--- src/tape_order_map.vh ---
`ifndef TAPE_ORDER_MAP_VH
`define TAPE_ORDER_MAP_VH

// ----------------------------------------
// Register byte offsets
// ----------------------------------------
`define REG_CONTROL        8'h00
`define REG_STATUS         8'h04
`define REG_TRACK_ERROR    8'h08
`define REG_ERROR_PATTERN  8'h0C
`define REG_FLAG_CLEAR     8'h10

// ----------------------------------------
// Control register fields
// ----------------------------------------
`define CTL_ORDER_LSB      0
`define CTL_ORDER_MSB      4
`define CTL_WRITE_BUSY     5
`define CTL_SHIFT          6
`define CTL_START          8

// ----------------------------------------
// Status register fields
// ----------------------------------------
`define ST_STATE_A         0
`define ST_STATE_B         1
`define ST_TERMINAL        2
`define ST_SERVICE_CYCLE   3
`define ST_COMPLETE        4
`define ST_UNUSUAL_END     5
`define ST_CORR_READ       6
`define ST_INTERRUPT       7
`define ST_REQUEST         8

// ----------------------------------------
// Reset values and order codes
// ----------------------------------------
`define RST_CONTROL        7'h00
`define RST_TRACK_ERROR    8'h00
`define RST_PATTERN        9'h000
`define ORDER_SENSE        5'h04

// ----------------------------------------
// Data line positions
// ----------------------------------------
`define DL_INTERRUPT       0
`define DL_HALT            3

`endif

--- src/tape_order_phase_sequencer.v ---
// What this block does
// - Order out, end data without end service, cycle flag set: set terminal flag at fall.
// - Terminal order: re-raise request; at fall clear state b, terminal and cycle flags.
// - End service with halt on line three in terminal order sets unusual end, back to order input.
// - No erase and no halt: set state a at fall, entering device select time.
// - Device select time is state a set, b clear; one of two phases, sense or set correction, follows.
// - Sense phase asserted when order flags hold only the third bit.
// - During sense the stored track error byte drives the host data lines.
// - Sense: service call, then strobe fall sets cycle flag, request and enables.
// - Sense with end service: at fall set complete, clear state a and cycle.
// - Sense without end service: at fall set terminal, keep state a and cycle.
// - Sense terminal order: at fall set complete, clear state a, terminal, cycle.
// - Sense or correction terminal order with line zero sets interrupt flag.
// - Sense or correction terminal order with halt sets unusual end flag.
// - Set correction phase when first order flag set, third to fifth clear.
// - Entering set correction with cycle flag clear: data reset and service call.
// - Correction strobe: output direction, end data; load gate while request, no terminal.
// - Correction with end service: at fall set read and complete, clear a, cycle.
// - Nine stage pattern register set from data lines under load gate, not write busy or shifting.
// - Correction without end service: at fall set read and terminal, keep a, cycle.
// - Correction terminal order: at fall set complete, clear a, terminal, cycle.
//
// Implementation choices: the register offsets and the APB interface to the registers.
`timescale 1ns/1ps
`default_nettype none
`include "tape_order_map.vh"

module tape_order_phase_sequencer
(
	input  wire        core_clk,
	input  wire        nrst,
	input  wire        psel,
	input  wire        penable,
	input  wire        pwrite,
	input  wire [7:0]  paddr,
	input  wire [31:0] pwdata,
	output reg  [31:0] prdata,
	output reg         pready,
	output reg         pslverr,
	input  wire [8:0]  host_data_in,
	input  wire        request_strobe_ack,
	input  wire        end_service,
	input  wire        end_data_in,
	input  wire        host_acknowledge,
	input  wire        function_strobe,
	input  wire        address_valid,
	output reg  [7:0]  host_data_out,
	output reg         host_data_oe,
	output reg         service_request,
	output reg         service_call,
	output reg         end_data_enable,
	output reg         data_read_enable,
	output reg         load_error_byte,
	output reg         data_logic_reset,
	output reg         direction_bit_a,
	output reg         direction_bit_b,
	output reg         sense_phase,
	output reg         set_correction_phase
);

	localparam PATTERN_W = 9;

	// ----------------------------------------
	// State
	// ----------------------------------------
	reg        state_flag_a;
	reg        state_flag_b;
	reg        terminal_order_flag;
	reg        service_cycle_flag;
	reg        order_complete_flag;
	reg        unusual_end_flag;
	reg        correction_read_flag;
	reg        interrupt_request_flag;
	reg [6:0]  control;
	reg [7:0]  track_error_byte;
	reg [PATTERN_W-1:0] error_pattern_reg;
	reg        ack_prev;
	reg        strobe_prev;
	reg        rearm;

	wire [4:0] order_flags   = control[`CTL_ORDER_MSB:`CTL_ORDER_LSB];
	wire       write_busy    = control[`CTL_WRITE_BUSY];
	wire       shift_active  = control[`CTL_SHIFT];
	wire       halt_line     = host_data_in[`DL_HALT];
	wire       interrupt_line = host_data_in[`DL_INTERRUPT];

	// ----------------------------------------
	// Decodes
	// ----------------------------------------
	wire order_out   = state_flag_b & ~state_flag_a;
	wire select_time = state_flag_a & ~state_flag_b;
	wire sense_order = (order_flags == `ORDER_SENSE);
	wire corr_order  = order_flags[0] & ~order_flags[2] & ~order_flags[3] & ~order_flags[4];
	wire in_sense    = select_time & sense_order;
	wire in_corr     = select_time & corr_order & ~sense_order;
	wire erase_order = host_data_in[6] & host_data_in[7] & host_data_in[1]
		& host_data_in[2] & ~host_data_in[3];

	// Request falls on the rising edge of the strobe acknowledge
	wire rsd_fall = service_request & request_strobe_ack & ~ack_prev;
	wire fs_fall  = strobe_prev & ~function_strobe & host_acknowledge & address_valid;
	wire phase_strobe = fs_fall & (in_sense | in_corr) & service_call;

	// ----------------------------------------
	// APB access
	// ----------------------------------------
	wire setup     = psel & ~penable;
	wire wr_access = psel & penable & pready & pwrite;
	wire mapped    = (paddr == `REG_CONTROL) | (paddr == `REG_STATUS)
		| (paddr == `REG_TRACK_ERROR) | (paddr == `REG_ERROR_PATTERN)
		| (paddr == `REG_FLAG_CLEAR);
	wire wr_ctl    = wr_access & (paddr == `REG_CONTROL) & ~pslverr;
	wire wr_track  = wr_access & (paddr == `REG_TRACK_ERROR) & ~pslverr;
	wire wr_clear  = wr_access & (paddr == `REG_FLAG_CLEAR) & ~pslverr;
	wire idle      = ~state_flag_a & ~state_flag_b;
	wire start     = wr_ctl & pwdata[`CTL_START] & idle;

	wire [31:0] status_word = {23'h000000, service_request, interrupt_request_flag,
		correction_read_flag, unusual_end_flag, order_complete_flag,
		service_cycle_flag, terminal_order_flag, state_flag_b, state_flag_a};

	reg [31:0] next_prdata;

	always @*
	begin
		next_prdata = 32'h00000000;
		case (paddr)
			`REG_CONTROL:       next_prdata = {25'h0000000, control};
			`REG_STATUS:        next_prdata = status_word;
			`REG_TRACK_ERROR:   next_prdata = {24'h000000, track_error_byte};
			`REG_ERROR_PATTERN: next_prdata = {23'h000000, error_pattern_reg};
			default:            next_prdata = 32'h00000000;
		endcase
	end

	always @(posedge core_clk or negedge nrst)
	begin
		if (!nrst)
		begin
			prdata  <= 32'h00000000;
			pready  <= 1'b0;
			pslverr <= 1'b0;
		end
		else
		begin
			pready  <= setup;
			pslverr <= setup & ~mapped;
			if (setup & ~pwrite)
				prdata <= next_prdata;
		end
	end

	always @(posedge core_clk or negedge nrst)
	begin
		if (!nrst)
		begin
			control          <= `RST_CONTROL;
			track_error_byte <= `RST_TRACK_ERROR;
		end
		else
		begin
			if (wr_ctl)
				control <= pwdata[6:0];
			if (wr_track)
				track_error_byte <= pwdata[7:0];
		end
	end

	// ----------------------------------------
	// Edge sampling of host strobes
	// ----------------------------------------
	always @(posedge core_clk or negedge nrst)
	begin
		if (!nrst)
		begin
			ack_prev    <= 1'b0;
			strobe_prev <= 1'b0;
		end
		else
		begin
			ack_prev    <= request_strobe_ack;
			strobe_prev <= function_strobe;
		end
	end

	// ----------------------------------------
	// Flag update at start, flag clear write, phase strobe and request fall
	// ----------------------------------------
	reg next_a;
	reg next_b;
	reg next_term;
	reg next_cycle;
	reg next_complete;
	reg next_unusual;
	reg next_corr;
	reg next_int;
	reg next_rearm;

	always @*
	begin
		next_a        = state_flag_a;
		next_b        = state_flag_b;
		next_term     = terminal_order_flag;
		next_cycle    = service_cycle_flag;
		next_complete = order_complete_flag;
		next_unusual  = unusual_end_flag;
		next_corr     = correction_read_flag;
		next_int      = interrupt_request_flag;
		next_rearm    = 1'b0;
		if (wr_clear)
		begin
			next_complete = order_complete_flag & ~pwdata[`ST_COMPLETE];
			next_unusual  = unusual_end_flag & ~pwdata[`ST_UNUSUAL_END];
			next_corr     = correction_read_flag & ~pwdata[`ST_CORR_READ];
			next_int      = interrupt_request_flag & ~pwdata[`ST_INTERRUPT];
		end
		if (start)
		begin
			next_b     = 1'b1;
			next_cycle = 1'b1;
			next_term  = 1'b0;
		end
		if (phase_strobe)
			next_cycle = 1'b1;
		if (rsd_fall & order_out)
		begin
			if (terminal_order_flag)
			begin
				next_b     = 1'b0;
				next_term  = 1'b0;
				next_cycle = 1'b0;
				if (end_service & halt_line)
					next_unusual = 1'b1;
				else if (~erase_order)
					next_a = 1'b1;
				else
					next_complete = 1'b1;
			end
			else if (end_data_in & ~end_service & service_cycle_flag)
			begin
				next_term  = 1'b1;
				next_rearm = 1'b1;
			end
			else if (end_service)
			begin
				next_b     = 1'b0;
				next_cycle = 1'b0;
				if (erase_order)
					next_complete = 1'b1;
				else
					next_a = 1'b1;
			end
		end
		if (rsd_fall & (in_sense | in_corr))
		begin
			if (terminal_order_flag)
			begin
				next_complete = 1'b1;
				next_a        = 1'b0;
				next_term     = 1'b0;
				next_cycle    = 1'b0;
				if (interrupt_line)
					next_int = 1'b1;
				if (halt_line)
					next_unusual = 1'b1;
			end
			else
			begin
				if (in_corr)
					next_corr = 1'b1;
				if (end_service)
				begin
					next_complete = 1'b1;
					next_a        = 1'b0;
					next_cycle    = 1'b0;
				end
				else
				begin
					next_term  = 1'b1;
					next_rearm = 1'b1;
				end
			end
		end
	end

	always @(posedge core_clk or negedge nrst)
	begin
		if (!nrst)
		begin
			state_flag_a           <= 1'b0;
			state_flag_b           <= 1'b0;
			terminal_order_flag    <= 1'b0;
			service_cycle_flag     <= 1'b0;
			order_complete_flag    <= 1'b0;
			unusual_end_flag       <= 1'b0;
			correction_read_flag   <= 1'b0;
			interrupt_request_flag <= 1'b0;
			rearm                  <= 1'b0;
		end
		else
		begin
			state_flag_a           <= next_a;
			state_flag_b           <= next_b;
			terminal_order_flag    <= next_term;
			service_cycle_flag     <= next_cycle;
			order_complete_flag    <= next_complete;
			unusual_end_flag       <= next_unusual;
			correction_read_flag   <= next_corr;
			interrupt_request_flag <= next_int;
			rearm                  <= next_rearm;
		end
	end

	// ----------------------------------------
	// Service request
	// ----------------------------------------
	// Request level after this edge, so the enables drop at the fall
	wire next_request = ~rsd_fall & (start | rearm | phase_strobe | service_request);
	always @(posedge core_clk or negedge nrst)
	begin
		if (!nrst)
			service_request <= 1'b0;
		else if (rsd_fall)
			service_request <= 1'b0;
		else if (start | rearm | phase_strobe)
			service_request <= 1'b1;
	end

	// ----------------------------------------
	// Phase outputs
	// ----------------------------------------
	always @(posedge core_clk or negedge nrst)
	begin
		if (!nrst)
		begin
			sense_phase          <= 1'b0;
			set_correction_phase <= 1'b0;
			service_call         <= 1'b0;
			data_logic_reset     <= 1'b0;
			end_data_enable      <= 1'b0;
			data_read_enable     <= 1'b0;
			load_error_byte      <= 1'b0;
			direction_bit_a      <= 1'b1;
			direction_bit_b      <= 1'b1;
			host_data_out        <= 8'h00;
			host_data_oe         <= 1'b0;
		end
		else
		begin
			sense_phase          <= in_sense;
			set_correction_phase <= in_corr;
			service_call         <= (in_sense | in_corr) & ~next_cycle;
			data_logic_reset     <= in_corr & ~next_cycle;
			end_data_enable      <= (in_sense | in_corr) & next_cycle;
			data_read_enable     <= in_sense & ~next_term & next_request;
			load_error_byte      <= in_corr & ~next_term & next_request;
			if ((in_sense | in_corr) & next_cycle)
			begin
				direction_bit_a <= 1'b0;
				direction_bit_b <= in_corr;
			end
			else
			begin
				direction_bit_a <= 1'b1;
				direction_bit_b <= 1'b1;
			end
			host_data_out <= in_sense ? track_error_byte : 8'h00;
			host_data_oe  <= in_sense;
		end
	end

	// ----------------------------------------
	// Error pattern register
	// ----------------------------------------
	genvar i;
	generate
		for (i = 0; i < PATTERN_W; i = i + 1)
		begin : g_stage
			always @(posedge core_clk or negedge nrst)
			begin
				if (!nrst)
					error_pattern_reg[i] <= 1'b0;
				else if (data_logic_reset & ~correction_read_flag)
					error_pattern_reg[i] <= 1'b0;
				else if (load_error_byte & ~write_busy & ~shift_active & host_data_in[i])
					error_pattern_reg[i] <= 1'b1;
			end
		end
	endgenerate

endmodule // tape_order_phase_sequencer
`default_nettype wire

--- config.mk ---
export PLATFORM = sky130hd
export DESIGN_NAME = tape_order_phase_sequencer
export DESIGN_NICKNAME = d
export VERILOG_FILES = /design/src/tape_order_phase_sequencer.v
export VERILOG_INCLUDE_DIRS = /design/src
export SDC_FILE = /design/constraint.sdc
export NUM_CORES = 1
export LEC_CHECK = 0
export ABC_AREA = 0
export BUFFER_PORTS_ARGS = -buffer_cell sky130_fd_sc_hd__buf_2
export CAP_MARGIN = 40
export CORE_UTILIZATION = 40
export CTS_CLUSTER_DIAMETER = 100
export CTS_CLUSTER_SIZE = 10
export DETAILED_ROUTE_END_ITERATION = 10
export GPL_TIMING_DRIVEN = 0
export PLACE_DENSITY_LB_ADDON = 0.12
export SLEW_MARGIN = 10
export SYNTH_ARGS = -nofsm -noshare
export SYNTH_HDL_FRONTEND = slang
export SYNTH_SLANG_ARGS = --single-unit
--- constraint.sdc ---
create_clock -name core_clk -period 2.6 [get_ports core_clk]
set_input_delay 0.78 -clock core_clk [delete_from_list [all_inputs] [get_ports core_clk]]
set_output_delay 0.78 -clock core_clk [all_outputs]
set_load 0.01 [all_outputs]
==> impl_metrics.py <==
metrics = {
    "logic_synthesis": {
        "synth_ff_type": "dfrtp_1",
        "synth_cells": 250,
        "synth.largest_area_cell": "dfrtp_1",
        "netlist_top_cells_count": "dfrtp_1, buf_4, mux2_2, a21oi_1, nor2_1",
        "ys_async_sr_fraction": 1.00,
        "ys_warn_count": 0,
        "synth-edff-count": 0,
        "synth_area_leaders": "dfrtp_1, mux2_2, buf_4",
        "yosysMostFrequentCell": "dfrtp_1",
        "netlist_area_um2": 2920,
        "synth-seq-cells": 64,
        "synth_cell_types": 49,
        "yosysSeqAreaShare": 0.549,
        "netlist.area_leader.share": 0.531,
        "syn_area_per_cell_um2": 11.7,
    },
    "routing": {
        "vias": 2238,
        "wl_um": 6980,
        "ant_nets": 0,
        "wire_per_inst_um": 15.4,
        "drc": 0,
        "drt_iter0_drc": 129,
        "via_per_inst": 4.95,
        "dr.pass1.iters": 4,
    },
    "final_layout": {
        "n_antenna_cell": 0,
        "drive_above_1_share": 0.416,
        "post-route-util": 0.533,
        "nNetsFinal": 411,
        "area_growth_pct": 26.0,
    },
    "die": {
        "die_h_um": 87.4,
        "placement_rows": 30,
        "dieArea_um2": 7650,
        "initial_core_util": 0.423,
        "core_um2": 6910,
        "dieWidth_um": 87.4,
        "ioPinCount": 113,
    },
    "critical_path": {
        "r2r-start": "control[4]",
        "worstPathRequired_ns": 2.82,
        "cp_data_arrival_time_ns": 2.70,
        "crit_path_start_kind": "input port",
        "end_kind": "flip-flop",
        "crit_path_max_incr_delay_ns": 0.56,
        "rrSetupSlack_ns": 0.39,
        "crit_cells": 5,
        "path_cells": "buf_2 -> or4_4 -> nor3_4 -> nor3b_4 -> mux2_2",
        "path_max_fanout": 8,
        "setup.worst_path.class": "in -> reg",
        "r2r-end": "load_error_byte",
        "slowest_stage": "or4_4",
        "cp_num_buf_inv": 1,
        "critical-path-top-delay-family": "simple AND/OR/NAND/NOR gates",
        "rr_worst_depth": 4,
    },
    "timing": {
        "rsz0062_at_grt": "no",
        "hold_viol": 0,
        "fmax_mhz": 403,
        "relSlewSlack": 0.466,
        "worstMarginPinSlew_ns": 0.793,
        "post-route-period-util": 0.955,
        "finalMaxSlewViolations": 0,
        "setup_viol": 0,
        "finClkSkew_ns": 0.00609,
        "worst_slack_ns": 0.118,
        "period_minus_slack_ns": 2.48,
    },
    "hold_path": {
        "min_to": "prdata[4]",
        "hold_class": "reg -> reg",
        "hold_start": "prdata[4]",
        "min_path_cells": 2,
    },
    "clocking": {
        "cts_setup_buffers": 0,
        "h-tree-depth": 3,
        "numCtsBuffers": 9,
        "clock_sinks": 64,
        "cts-root-buf": "clkbuf_8",
        "path_clk_slew_ns": 0.07,
        "post_cts_resized": 0,
        "clock_latency_ns": 0.33,
        "holdBufCountCts": 0,
        "clockBufferDepth": 2,
        "cts_tree": "done",
    },
    "global_route": {
        "grt_use_met1": 0.274,
        "grt_use_met2": 0.284,
        "grt_antenna_before_repair": 0,
        "grt_usage": 0.193,
        "grt_overflow": 0,
        "grt_pass1_vias": 2033,
        "grt_first_pass_wirelength_um": 10700,
        "use_met3": 0.0474,
        "top_usage_layer": "met2",
        "grt_max_degree": 65,
    },
    "pwr": {
        "p_int_mw": 1.54,
        "power_mw": 2.01,
        "p_seq_frac": 0.499,
        "leakage_nw": 1.92,
        "power_density_nw_per_um2": 546,
        "combPwrFrac": 0.064,
        "pwr-share-clk": 0.437,
        "ir_worst_vdd_mv": 0.285,
        "power.share.switching": 0.231,
        "power.switching_uw": 464,
    },
    "placement": {
        "dpl.hpwl_um": 5190,
        "port_buffers": 66,
        "dp_worst_setup_slack_ns": -0.245,
        "gp_congestion": 0.867,
    },
    "run": {
        "maxCapViolations": 0,
    },
    "outcome": {
        "status": "finished, final reports clean",
    },
}
-- area by class of cell --
cell class | instances | area, µm²
inverter | 7 | 26.3
multi-input combinational | 170 | 1170
sequential | 64 | 1600
buffer | 31 | 209
tap | 96 | 120
timing repair buffer | 68 | 343
fill | 664 | 3230
clock buffer | 11 | 151
clock inverter | 5 | 55.1
-- layer usage --
layer  part of all wire  routed length [µm]
met1               0.47                3300
met2               0.45                3170
met3              0.060                 416
met4              0.012                  87
met5                  0                   0
-- kinds of logic (layout without fill, tap and decap cells) --
kind of cell           after synthesis  in the layout  synth area share
flip-flops                          64             64             0.549
other                                1             23           0.00128
multiplexers                        24             24            0.0998
buffers and inverters               38            122            0.0805
AO/OA/AOI/OAI                       50             50             0.118
AND/OR/NAND/NOR                     73             73             0.151
-- power by group through the flow --
stage          clock network [mW]  registers, mW  logic, mW
5_1_grt                     0.939           1.00      0.143
6_report                    0.878           1.00      0.128
4_1_cts                     0.898           1.00      0.128
3_3_place_gp                    0           1.02      0.128
3_5_place_dp                    0           1.02      0.128
2_1_floorplan                   0           1.02     0.0622
-- worst reg2reg max path, stage by stage, from the launching register on --
cell,delay (ns)
dfrtp_1,0.42
or4b_1,0.59
a2111oi_2,0.40
a311oi_1,0.15
a2111oi_0,0.49
-- layout by cell type, fill, tap and decap left out, types with 3 or more instances in the layout --
cell and n:
nor2_1 15, nand2_1 9, buf_4 25, clkbuf_8 11
o21ai_0 13, inv_1 7, conb_1 23, and3_1 5
nor3b_1 3, clkbuf_1 4, a22o_1 3, nor2b_1 4
a21oi_1 16, buf_2 69, nand3_1 8, and3_2 3
a222oi_1 5, nand2b_1 3, mux2_2 21, dfrtp_1 62
nand4_1 6
-- how the worst max path moves through the flow --
stage | slack, ns | to | from
2_1_floorplan | 0.16 | track_error_byte[0] | paddr[5]
3_3_place_gp | -0.25 | track_error_byte[6] | paddr[4]
3_5_place_dp | -0.25 | track_error_byte[2] | paddr[4]
4_1_cts | 0.12 | track_error_byte[6] | paddr[4]
5_1_grt | 0.006 | track_error_byte[7] | paddr[4]
6_report | 0.12 | track_error_byte[2] | paddr[4]
-- per-stage QoR --
step | instances | area (µm²) | setup TNS (ns) | hold WS, ns
after floorplan | 272 | 3000 | 0 | 0.452
after global placement | 434 | 3450 | -3.17 | 0.460
after detailed placement | 436 | 3470 | -2.74 | 0.470
after CTS | 452 | 3680 | 0 | 0.485
after global routing | 452 | 3680 | 0 | 0.516
final | 452 | 3680 | 0 | 0.477
(Power assumes the default switching activity.)
